`config.mk`:
```
export PLATFORM = sky130hd
export DESIGN_NAME = vem_monitor
export DESIGN_NICKNAME = d
export VERILOG_FILES = /design/src/rtl/vem_pkg.sv /design/src/rtl/vem_monitor.sv
export VERILOG_INCLUDE_DIRS = /design/src /design/src/rtl
export SDC_FILE = /design/constraint.sdc
export NUM_CORES = 1
export LEC_CHECK = 0
export ABC_CLOCK_PERIOD_IN_PS = 3650
export BUFFER_PORTS_ARGS = -buffer_cell sky130_fd_sc_hd__clkbuf_2
export CAP_MARGIN = 40
export CELL_PAD_IN_SITES_DETAIL_PLACEMENT = 1
export CELL_PAD_IN_SITES_GLOBAL_PLACEMENT = 2
export CORE_MARGIN = 8
export CORE_UTILIZATION = 28
export CTS_BUF_LIST = sky130_fd_sc_hd__clkbuf_16
export CTS_CLUSTER_DIAMETER = 40
export DETAILED_ROUTE_END_ITERATION = 16
export PLACE_DENSITY = 0.94
export SYNTH_ARGS = -nofsm -noshare
export SYNTH_HDL_FRONTEND = slang
export SYNTH_SLANG_ARGS = --single-unit
```
`constraint.sdc`:
```
create_clock -name SYS_CLK -period 3.65 [get_ports SYS_CLK]
set_input_delay 0.73 -clock SYS_CLK [delete_from_list [all_inputs] [get_ports SYS_CLK]]
set_output_delay 0.73 -clock SYS_CLK [all_outputs]
set_load 0.01 [all_outputs]
```
`src/rtl/vem_consts.svh`:
```
// Purpose: Constants for the video error and integrity flag monitor
// Assumes: 32-bit AXI4-Lite, register byte address is four times its index
// Notes: Definitions only
`ifndef VEM_CONSTS_SVH
`define VEM_CONSTS_SVH

`define VEM_AW 10
`define VEM_IDX_STAT_PRI 8'h02
`define VEM_IDX_STAT_SEC 8'h03
`define VEM_IDX_MASK_PRI 8'h37
`define VEM_IDX_MASK_SEC 8'h38
`define VEM_IDX_CTRL 8'h40
`define VEM_IDX_FLAGS_RX 8'h41
`define VEM_IDX_FLAGS_UPD 8'h42
`define VEM_IDX_EDH_STAT 8'h43

`define VEM_B_SAV 0
`define VEM_B_EAV 1
`define VEM_B_YCRC 2
`define VEM_B_CCRC 3
`define VEM_B_LNUM 4
`define VEM_B_APCRC 5
`define VEM_B_FFCRC 6

`define VEM_C_UPD_EN 0
`define VEM_C_CRC_INS_DIS 1
`define VEM_E_PRESENT 0
`define VEM_E_PIC_VALID 1
`define VEM_E_FIELD_VALID 2

`define VEM_MASK_RST 16'h0000
`define VEM_UPD_RST 15'h4210
`define VEM_CTRL_RST 2'h0
`define VEM_RESP_OKAY 2'h0
`define VEM_RESP_SLVERR 2'h2

`endif

```
`src/rtl/vem_pkg.sv`:
```
// Purpose: Types for the video error and integrity flag monitor
// Assumes: Constants come from vem_consts.svh
// Notes: One flag group per region, five bits each
package vem_pkg;

    typedef struct packed {
        logic unsupported_flag;
        logic ida;
        logic idh;
        logic eda;
        logic edh;
    } vem_grp_t;

    typedef struct packed {
        vem_grp_t ap;
        vem_grp_t ff;
        vem_grp_t anc;
    } vem_flags_t;

    // One decoded integrity packet, valid for one cycle
    typedef struct packed {
        logic valid;
        logic checksum_ok;
        vem_flags_t flags;
        logic pic_crc_valid;
        logic field_crc_valid;
        logic pic_crc_mismatch;
        logic field_crc_mismatch;
    } vem_edh_pkt_t;

    // Per data stream timing, line CRC and line number results
    typedef struct packed {
        logic trs_strobe;
        logic trs_is_sav;
        logic trs_phase_shift;
        logic switching_line;
        logic [9:0] trs_xyz;
        logic crc_strobe;
        logic crc_present;
        logic [17:0] crc_calc_y;
        logic [17:0] crc_rx_y;
        logic [17:0] crc_calc_c;
        logic [17:0] crc_rx_c;
        logic ln_strobe;
        logic [10:0] ln_calc;
        logic [10:0] ln_rx;
    } vem_stream_t;

    typedef struct packed {
        logic sd;
        logic hd;
        logic g3;
        logic level_b;
    } vem_mode_t;

endpackage : vem_pkg

```
`src/rtl/vem_monitor.sv`:
```
// Purpose: Video error status, error mask and integrity packet flag handling
// Assumes: Video pipeline inputs share SYS_CLK; bypass and lock are pins
// Notes: Secondary status and mask serve data stream 2 in Level B only
//
// Decided for this implementation: the AXI4-Lite register port.
`timescale 1ns/10ps
`default_nettype none
`include "vem_consts.svh"

// Summary of operation
// - Store anc, picture and field flags of each packet taken outside bypass as received flags.
// - With update enabled, apply update rules and keep result for outgoing packet.
// - One flag set for both fields; later packet overwrites earlier.
// - No packets: unsupported bits set, packet present low, regardless of update.
// - Report picture and field CRC validity; both read zero while packet absent.
// - Flags hold until next packet; cleared at blanking end without packet.
// - Error detection runs only while processing_bypass_n is high.
// - Each error type owns one status bit, set on detection.
// - Masks reset to zero; a high mask bit stops that error's report.
// - Indicator idles high, low when any unmasked status bit is high.
// - Status and indicator clear at next field start or status read.
// - Status clears on lock loss, bypass, standard change or reset.
// - Level B keeps separate status and mask for stream two.
// - Timing marker phase shift off switching lines or bad protection bits flag start/end errors.
// - Marker checks on Y/stream one, both links in Level B, 8 and 10 bit.
// - HD and 3G line CRC mismatches set luma or chroma errors.
// - Missing line CRC also errors; none outside HD and 3G.
// - SD picture and field CRC errors are OR of both fields.
// - Packet CRC errors only in SD after correctly received packets.
// - HD and 3G line number mismatch sets line number error.
// - Packet present rises on packet, falls at blanking end without one.
module vem_monitor (
    input wire logic SYS_CLK,
    input wire logic RST_N,
    input wire logic PROCESSING_BYPASS_N,
    input wire logic PLL_LOCK_FLAG,
    input wire vem_pkg::vem_mode_t MODE,
    input wire logic STD_CHANGE,
    input wire logic FIELD_START,
    input wire logic VBLANK,
    input wire vem_pkg::vem_edh_pkt_t EDH_PKT,
    input wire vem_pkg::vem_stream_t [1:0] STREAM,
    output logic ERROR_INDICATOR_N,
    output logic INTEGRITY_PACKET_PRESENT,
    output vem_pkg::vem_flags_t UPDATED_FLAGS,
    output logic CRC_INSERT_DISABLE,
    input wire logic [`VEM_AW-1:0] S_AXI_AWADDR,
    input wire logic S_AXI_AWVALID,
    output logic S_AXI_AWREADY,
    input wire logic [31:0] S_AXI_WDATA,
    input wire logic [3:0] S_AXI_WSTRB,
    input wire logic S_AXI_WVALID,
    output logic S_AXI_WREADY,
    output logic [1:0] S_AXI_BRESP,
    output logic S_AXI_BVALID,
    input wire logic S_AXI_BREADY,
    input wire logic [`VEM_AW-1:0] S_AXI_ARADDR,
    input wire logic S_AXI_ARVALID,
    output logic S_AXI_ARREADY,
    output logic [31:0] S_AXI_RDATA,
    output logic [1:0] S_AXI_RRESP,
    output logic S_AXI_RVALID,
    input wire logic S_AXI_RREADY
);

    logic [2:0] byp_sync_q;
    logic [2:0] lock_sync_q;
    logic proc_active_q;
    logic lock_q;
    logic [15:0] stat_q [2];
    logic [15:0] stat_d [2];
    logic [15:0] set_v [2];
    logic [15:0] mask_q [2];
    logic [15:0] mask_d [2];
    logic [1:0] rd_clr;
    logic clr_all;
    logic ind_q;
    logic [1:0] ctrl_q;
    vem_pkg::vem_flags_t rx_flags_q;
    vem_pkg::vem_flags_t upd_flags_q;
    vem_pkg::vem_flags_t upd_calc;
    vem_pkg::vem_flags_t ues_only;
    logic present_q;
    logic seen_q;
    logic pic_valid_q;
    logic field_valid_q;
    logic vblank_q;
    logic v_fall;
    logic pkt_take;
    logic awready_q;
    logic bvalid_q;
    logic [1:0] bresp_q;
    logic arready_q;
    logic rvalid_q;
    logic [1:0] rresp_q;
    logic [31:0] rdata_q;
    logic wr_take;
    logic rd_take;
    logic [7:0] wr_idx;
    logic [7:0] rd_idx;

    // Pins settle once the second and third stages agree
    always_ff @(posedge SYS_CLK or negedge RST_N) begin
        if (!RST_N) begin
            byp_sync_q <= 3'h0;
            lock_sync_q <= 3'h0;
            proc_active_q <= 1'b0;
            lock_q <= 1'b0;
        end else begin
            byp_sync_q <= {byp_sync_q[1:0], PROCESSING_BYPASS_N};
            lock_sync_q <= {lock_sync_q[1:0], PLL_LOCK_FLAG};
            if (byp_sync_q[1] == byp_sync_q[2]) begin
                proc_active_q <= byp_sync_q[2];
            end
            if (lock_sync_q[1] == lock_sync_q[2]) begin
                lock_q <= lock_sync_q[2];
            end
        end
    end

    // Timing marker protection bits of the xyz word, upper eight bits
    function automatic logic ham_bad(input logic [9:0] xyz);
        logic f;
        logic v;
        logic h;
        f = xyz[8];
        v = xyz[7];
        h = xyz[6];
        ham_bad = !xyz[9] || (xyz[5:2] != {v ^ h, f ^ h, f ^ v, f ^ v ^ h});
    endfunction : ham_bad

    // Per stream error detection
    for (genvar i = 0; i < 2; i++) begin : g_stream
        logic en;
        logic trs_err;
        logic line_mode;
        assign line_mode = MODE.hd || MODE.g3;
        assign en = proc_active_q && ((i == 0) || MODE.level_b);
        assign trs_err = STREAM[i].trs_strobe &&
            ((STREAM[i].trs_phase_shift && !STREAM[i].switching_line) || ham_bad(STREAM[i].trs_xyz));
        always_comb begin
            set_v[i] = 16'h0000;
            set_v[i][`VEM_B_SAV] = en && trs_err && STREAM[i].trs_is_sav;
            set_v[i][`VEM_B_EAV] = en && trs_err && !STREAM[i].trs_is_sav;
            set_v[i][`VEM_B_YCRC] = en && line_mode && STREAM[i].crc_strobe &&
                (!STREAM[i].crc_present || STREAM[i].crc_calc_y != STREAM[i].crc_rx_y);
            set_v[i][`VEM_B_CCRC] = en && line_mode && STREAM[i].crc_strobe &&
                (!STREAM[i].crc_present || STREAM[i].crc_calc_c != STREAM[i].crc_rx_c);
            set_v[i][`VEM_B_LNUM] = en && line_mode && STREAM[i].ln_strobe &&
                (STREAM[i].ln_calc != STREAM[i].ln_rx);
            if (i == 0) begin
                set_v[i][`VEM_B_APCRC] = en && MODE.sd && EDH_PKT.valid && EDH_PKT.checksum_ok &&
                    EDH_PKT.pic_crc_mismatch;
                set_v[i][`VEM_B_FFCRC] = en && MODE.sd && EDH_PKT.valid && EDH_PKT.checksum_ok &&
                    EDH_PKT.field_crc_mismatch;
            end
        end
    end

    assign clr_all = !lock_q || !proc_active_q || STD_CHANGE || FIELD_START;

    always_comb begin
        for (int i = 0; i < 2; i++) begin
            // Set wins over any clear in the same cycle
            if (clr_all || rd_clr[i] || (i == 1 && !MODE.level_b)) begin
                stat_d[i] = set_v[i];
            end else begin
                stat_d[i] = stat_q[i] | set_v[i];
            end
            mask_d[i] = mask_q[i];
        end
        if (wr_take && wr_idx == `VEM_IDX_MASK_PRI) begin
            if (S_AXI_WSTRB[0]) mask_d[0][7:0] = S_AXI_WDATA[7:0];
            if (S_AXI_WSTRB[1]) mask_d[0][15:8] = S_AXI_WDATA[15:8];
        end
        if (wr_take && wr_idx == `VEM_IDX_MASK_SEC) begin
            if (S_AXI_WSTRB[0]) mask_d[1][7:0] = S_AXI_WDATA[7:0];
            if (S_AXI_WSTRB[1]) mask_d[1][15:8] = S_AXI_WDATA[15:8];
        end
    end

    always_ff @(posedge SYS_CLK or negedge RST_N) begin
        if (!RST_N) begin
            stat_q[0] <= 16'h0000;
            stat_q[1] <= 16'h0000;
            mask_q[0] <= `VEM_MASK_RST;
            mask_q[1] <= `VEM_MASK_RST;
            ind_q <= 1'b1;
        end else begin
            stat_q[0] <= stat_d[0];
            stat_q[1] <= stat_d[1];
            mask_q[0] <= mask_d[0];
            mask_q[1] <= mask_d[1];
            ind_q <= ~|((stat_d[0] & ~mask_d[0]) | (stat_d[1] & ~mask_d[1]));
        end
    end

    // Update of flags for the outgoing packet
    function automatic vem_pkg::vem_grp_t grp_upd(input vem_pkg::vem_grp_t g, input logic local_err);
        vem_pkg::vem_grp_t r;
        r.edh = local_err;
        r.eda = g.eda || g.edh;
        r.idh = 1'b0;
        r.ida = g.ida || g.idh;
        r.unsupported_flag = g.unsupported_flag;
        grp_upd = r;
    endfunction : grp_upd

    always_comb begin
        upd_calc.anc = grp_upd(EDH_PKT.flags.anc, 1'b0);
        upd_calc.ff = grp_upd(EDH_PKT.flags.ff, EDH_PKT.field_crc_mismatch);
        upd_calc.ap = grp_upd(EDH_PKT.flags.ap, EDH_PKT.pic_crc_mismatch);
        ues_only = '0;
        ues_only.anc.unsupported_flag = 1'b1;
        ues_only.ff.unsupported_flag = 1'b1;
        ues_only.ap.unsupported_flag = 1'b1;
    end

    assign pkt_take = EDH_PKT.valid && proc_active_q;
    assign v_fall = vblank_q && !VBLANK;

    always_ff @(posedge SYS_CLK or negedge RST_N) begin
        if (!RST_N) begin
            vblank_q <= 1'b0;
            seen_q <= 1'b0;
            present_q <= 1'b0;
            rx_flags_q <= '0;
            upd_flags_q <= vem_pkg::vem_flags_t'(`VEM_UPD_RST);
            pic_valid_q <= 1'b0;
            field_valid_q <= 1'b0;
        end else begin
            vblank_q <= VBLANK;
            if (v_fall) begin
                seen_q <= pkt_take;
            end else if (pkt_take) begin
                seen_q <= 1'b1;
            end
            if (pkt_take) begin
                rx_flags_q <= EDH_PKT.flags;
                upd_flags_q <= ctrl_q[`VEM_C_UPD_EN] ? upd_calc : EDH_PKT.flags;
                present_q <= 1'b1;
                pic_valid_q <= EDH_PKT.pic_crc_valid;
                field_valid_q <= EDH_PKT.field_crc_valid;
            end else if (v_fall && !seen_q) begin
                rx_flags_q <= '0;
                upd_flags_q <= ues_only;
                present_q <= 1'b0;
                pic_valid_q <= 1'b0;
                field_valid_q <= 1'b0;
            end
        end
    end

    // Register bus slave
    assign wr_idx = S_AXI_AWADDR[`VEM_AW-1:2];
    assign rd_idx = S_AXI_ARADDR[`VEM_AW-1:2];
    assign wr_take = awready_q && S_AXI_AWVALID && S_AXI_WVALID;
    assign rd_take = arready_q && S_AXI_ARVALID;
    assign rd_clr[0] = rd_take && rd_idx == `VEM_IDX_STAT_PRI;
    assign rd_clr[1] = rd_take && rd_idx == `VEM_IDX_STAT_SEC;

    always_ff @(posedge SYS_CLK or negedge RST_N) begin
        if (!RST_N) begin
            awready_q <= 1'b0;
            bvalid_q <= 1'b0;
            bresp_q <= `VEM_RESP_OKAY;
            ctrl_q <= `VEM_CTRL_RST;
        end else begin
            awready_q <= S_AXI_AWVALID && S_AXI_WVALID && !awready_q && !bvalid_q;
            if (wr_take) begin
                bvalid_q <= 1'b1;
                bresp_q <= `VEM_RESP_OKAY;
                if (wr_idx == `VEM_IDX_CTRL) begin
                    if (S_AXI_WSTRB[0]) ctrl_q <= S_AXI_WDATA[1:0];
                end else if (wr_idx != `VEM_IDX_MASK_PRI && wr_idx != `VEM_IDX_MASK_SEC &&
                             wr_idx != `VEM_IDX_STAT_PRI && wr_idx != `VEM_IDX_STAT_SEC &&
                             wr_idx != `VEM_IDX_FLAGS_RX && wr_idx != `VEM_IDX_FLAGS_UPD &&
                             wr_idx != `VEM_IDX_EDH_STAT) begin
                    bresp_q <= `VEM_RESP_SLVERR;
                end
            end else if (S_AXI_BREADY) begin
                bvalid_q <= 1'b0;
            end
        end
    end

    always_ff @(posedge SYS_CLK or negedge RST_N) begin
        if (!RST_N) begin
            arready_q <= 1'b0;
            rvalid_q <= 1'b0;
            rresp_q <= `VEM_RESP_OKAY;
            rdata_q <= 32'h00000000;
        end else begin
            arready_q <= S_AXI_ARVALID && !arready_q && !rvalid_q;
            if (rd_take) begin
                rvalid_q <= 1'b1;
                rresp_q <= `VEM_RESP_OKAY;
                rdata_q <= 32'h00000000;
                case (rd_idx)
                    `VEM_IDX_STAT_PRI: rdata_q[15:0] <= stat_q[0];
                    `VEM_IDX_STAT_SEC: rdata_q[15:0] <= stat_q[1];
                    `VEM_IDX_MASK_PRI: rdata_q[15:0] <= mask_q[0];
                    `VEM_IDX_MASK_SEC: rdata_q[15:0] <= mask_q[1];
                    `VEM_IDX_CTRL: rdata_q[1:0] <= ctrl_q;
                    `VEM_IDX_FLAGS_RX: rdata_q[14:0] <= rx_flags_q;
                    `VEM_IDX_FLAGS_UPD: rdata_q[14:0] <= upd_flags_q;
                    `VEM_IDX_EDH_STAT: begin
                        rdata_q[`VEM_E_PRESENT] <= present_q;
                        rdata_q[`VEM_E_PIC_VALID] <= pic_valid_q && present_q;
                        rdata_q[`VEM_E_FIELD_VALID] <= field_valid_q && present_q;
                    end
                    default: rresp_q <= `VEM_RESP_SLVERR;
                endcase
            end else if (S_AXI_RREADY) begin
                rvalid_q <= 1'b0;
            end
        end
    end

    assign ERROR_INDICATOR_N = ind_q;
    assign INTEGRITY_PACKET_PRESENT = present_q;
    assign UPDATED_FLAGS = upd_flags_q;
    assign CRC_INSERT_DISABLE = ctrl_q[`VEM_C_CRC_INS_DIS];
    assign S_AXI_AWREADY = awready_q;
    assign S_AXI_WREADY = awready_q;
    assign S_AXI_BVALID = bvalid_q;
    assign S_AXI_BRESP = bresp_q;
    assign S_AXI_ARREADY = arready_q;
    assign S_AXI_RVALID = rvalid_q;
    assign S_AXI_RRESP = rresp_q;
    assign S_AXI_RDATA = rdata_q;
endmodule : vem_monitor
`default_nettype wire

```
### After elaboration in Yosys (flattened, before gate mapping)

Cells that the tools add are included.

* flip-flop bits (word level): 134
* bits of input ports: 315
* output and inout bits: 59
* logic and storage cells: 222

* equality and inequality tests: 28
* muxes and demuxes: 30
* bitwise operators: 15
* reduce and logical (&&, ||, !) cells: 97

Operator list (number)
* $ne A18 B18 Y1: 4
* $pmux W12 S6: 1
* $mux W16: 4
* $mux W15: 4
* $logic_and A1 B1 Y1: 51
* $eq A8 B7 Y1 const B: 5
* $and A16 B16 Y16: 2
* $eq A8 B6 Y1 const B: 4
* $mux W8: 4
* $not A16 Y16: 2
* $ne A8 B7 Y1 const B: 3
* $ne A11 B11 Y1: 2
* $logic_or A1 B1 Y1: 21
* $logic_not A1 Y1: 18
* $eq A8 B2 Y1 const B: 2
* $ne A8 B2 Y1 const B: 2
* $ne A8 B6 Y1 const B: 2
* $or A16 B16 Y16: 1
* $or A16 B5 Y16: 1
* $or A16 B7 Y16: 1
* $pmux W2 S8: 1
* $reduce_or A16 Y1: 1
* $mux W14: 1
* $mux W1: 10
* other kinds (9): 23

### Longest topological paths before layout

* depth in word-level cells: 14
* gate-level depth with buffers: 10

### Worst setup path before layout

Ideal clock, no wire load.

* path type: input to register
* from: input port S_AXI_ARADDR[2]
* to: register ind_q (netlist: ERROR_INDICATOR_N)
* library setup time: 90 ps
* arrival: 2798 ps
* required time: 3560 ps
* setup slack: 762 ps
* stages on the path: 9
* cell sequence: buf_2 or4b_4 o31a_1 buf_2 and2_1 a221o_1 nor3_1 nand4_1 nor4_2

RTL lines
* start, declared: line vem_monitor.sv:57 `` input wire logic [`VEM_AW-1:0] S_AXI_ARADDR, ``
* end signal, assigned: line vem_monitor.sv:194 `ind_q <= ~|((stat_d[0] & ~mask_d[0]) | (stat_d[1] & ~mask_d[1]));`
* end, declared: line vem_monitor.sv:77 `logic ind_q;`

==> results.cfg <==
[timing]
finalHoldViolCount = 0
post-route-period-util_pct = 80.4
finalMaxSlewViolations = 0
fin_skew_ps = 16.0
fmax_mhz = 341
setup_violations = 0
hold_ws_ps = 329
setup_tns_ps = 0
slew_headroom_pct = 47.8
fin_ws_ps = 716
rsz0062_at_grt = no
tightest_slew_ps = 777
post-route-min-period_ps = 2930

[die]
die_x_um = 177
die_area_mm2 = 0.0313
die_h_um = 177
core_region_area_mm2 = 0.0258
io_pins = 374
std_cell_rows = 59
initial_utilization_pct = 28.2

[cells_and_area]
finalNetCount = 1370
multi_input_area_mm2 = 0.00365
mostFrequentLayoutCells = clkbuf_2, dfrtp_1, nand2_1, xnor2_1, a21oi_1
fillCellCount = 3048
ff_latch_area_mm2 = 0.00331
synthToLayoutAreaGrowth_pct = 36.3
layout-drive-gt1-share_pct = 38.9
final_common_cell = clkbuf_2
final_area_mm2 = 0.00989

[cts]
post_cts_buffers = 0
tritoncts.num_buffers = 17
ctsResizeCount = 0
ctsRootBufferMaster = clkbuf_16
cts.htree.levels = 4
clkSinkCount = 132
cts.hold.buffers_added = 0
clk_latency_ps = 430
clk_pin_slew_ps = 60
clock_path_buffers = 2
cts_tree = yes

[setup_path]
cp.required_ps = 3980
crit_path_start_kind = input pin
crit_path_end_kind = register
worst_r2r_path_depth = 8
crit_cells = 8
crit_path_max_incr_delay_ps = 590
r2r_start = S_AXI_AWREADY
critical_path_class = input pin to register
path_cells = clkbuf_2 -> or4b_4 -> o31a_1 -> and2_1 -> a221o_1 -> nor3_1 -> nand4_1 -> nor4_2
worstPathMaxFanout = 8
path_delay_family = simple AND/OR/NAND/NOR gates
r2r_setup_slack_ps = 1070
cp_data_arrival_time_ps = 3260
critPathCapture = ERROR_INDICATOR_N
crit_path_top_delay_cell = or4b_4
critPathBufInv = 1
r2r_end = ERROR_INDICATOR_N
cp-startpoint = S_AXI_ARADDR[2]

[global_route]
grt_pass1_wl_um = 47100
overflow = 0
track_usage_pct = 19.5
antenna_found_initial = 6
grt_max_degree = 51
grt_pass1_vias = 8261

[placement]
gp_congestion = 0.837
dpl-instance-area_mm2 = 0.00930
hpwl_um = 25100
pre_cts_slack_ps = 312
port_buffers = 329

[synth]
synth_flop_cell = dfrtp_1
ys_types = 71
syn_area_per_cell_um2 = 10.1
synth_cells = 716
synth.ff_latch_count = 132
yosys_warnings = 0
yosysSeqAreaShare_pct = 45.6
postSynth.asyncResetShare_pct = 100
synth_edf_count = 0
syn_area_mm2 = 0.00725

[route]
drc = 0
routedWlPerCell_um = 21.9
firstDrtPassIters = 6
post_drt_via_cell_ratio = 5.11
ant_nets = 0
num_vias = 7197
drt_iter0_markers = 505
routed_wl_um = 30900

[flow_run]
drv_cap = 0

[hold_path]
hold_class = input pin to asynchronous set/reset pin

[outcome]
status = complete, no violations

[power_and_ir_drop]
ir_drop_mv = 0.305
powerDensity_mw_per_mm2 = 401
leakagePower_uw = 0.00502
==> metrics by stage <==
stage	power [µW]	util, %	cells
4_1_cts	4000	38.3	1403
3_3_place_gp	2270	36.1	1371
3_5_place_dp	2290	36.1	1371
6_report	3970	38.4	1408
2_1_floorplan	1920	-	733
5_1_grt	4130	38.4	1408
==> state kept, by name, indices dropped and copies added, names as in the netlist <==
| signal | flops |
|---|---|
| stat_q | 32 |
| S_AXI_AWREADY | 1 |
| pic_valid_q | 1 |
| S_AXI_BVALID | 1 |
| S_AXI_RDATA | 16 |
| seen_q | 1 |
| INTEGRITY_PACKET_PRESENT | 1 |
| lock_sync_q | 3 |
| UPDATED_FLAGS | 15 |
| lock_q | 1 |
| field_valid_q | 1 |
| rx_flags_q | 15 |
| ERROR_INDICATOR_N | 1 |
| mask_q | 32 |
| ctrl_q | 2 |
| byp_sync_q | 3 |
| g_stream.en | 1 |
| S_AXI_RVALID | 1 |
| S_AXI_RRESP | 1 |
| S_AXI_ARREADY | 1 |
| vblank_q | 1 |
| S_AXI_BRESP | 1 |
==> logic make-up (layout without fill, tap and decap cells) <==
| family | count (synthesis) | after routing | share of synthesized area, % |
|---|---|---|---|
| muxes | 39 | 39 | 6.05 |
| other | 1 | 23 | 0.0517 |
| adders and majority gates | 2 | 2 | 0.276 |
| DFF | 132 | 132 | 45.6 |
| and+or+nand+nor | 197 | 197 | 14.5 |
| xor gates and xnor gates | 96 | 96 | 11.6 |
| buffers and inverters | 77 | 412 | 5.02 |
| AOI/OAI and AO/OA | 172 | 172 | 16.9 |
==> Yosys cell counts (3+ instances only) <==
master,number,share of area [%]
a211o_1,3,0.36
a21oi_1,35,2.4
a222oi_1,16,2.2
a22o_1,28,3.4
a22oi_1,13,1.3
a31oi_1,3,0.26
and2_1,12,1.0
buf_2,3,0.21
buf_4,19,2.0
clkbuf_1,21,1.1
dfrtp_1,128,44
dfstp_2,4,1.4
inv_1,33,1.7
mux2_2,25,3.9
mux2i_1,12,1.7
nand2_1,71,3.7
nand2b_1,6,0.52
nand3_1,16,1.1
nand4_1,20,1.7
nor2_1,21,1.1
nor3_1,14,0.97
nor4_1,9,0.78
nor4b_1,3,0.36
o21ai_0,25,1.7
o21ai_1,13,0.90
o22a_1,3,0.36
o22ai_1,7,0.60
o41ai_1,3,0.36
or3_1,3,0.26
xnor2_1,62,7.5
xor2_1,34,4.1
==> metal layers <==
metal | GRT usage, % | wire length [µm] | vias to the layer above
met1 | 20.7 | 11300 | 3547
met5 | 0 | 13 | -
met3 | 6.34 | 2240 | 57
met2 | 35.1 | 16400 | 314
li1 | - | - | 3277
met4 | 7.99 | 892 | 2
==> where the power goes <==
part | switching (µW) | total, µW | internal [µW]
clock network | 699 | 1710 | 1010
logic | 331 | 626 | 295
registers | 79.0 | 1640 | 1560
==> worst min path at each step <==
stage | to | slack, ps | depth (start not counted)
6_report | S_AXI_BRESP[1] | 330 | 1
5_1_grt | byp_sync_q[1] | 360 | 0
4_1_cts | byp_sync_q[1] | 350 | 0
3_5_place_dp | byp_sync_q[1] | 340 | 0
3_3_place_gp | byp_sync_q[1] | 330 | 0
2_1_floorplan | byp_sync_q[1] | 330 | 0
==> final cells by class <==
type	instances	area share (%)
Clock inverter	15	1.54
Clock buffer	17	4.30
Antenna cell	5	0.127
Tap cell	335	4.24
Sequential cell	132	33.4
Timing Repair Buffer	347	18.2
Multi-Input combinational cell	524	36.9
Inverter	33	1.25
No activity file was read; power rests on OpenSTA's default activity.
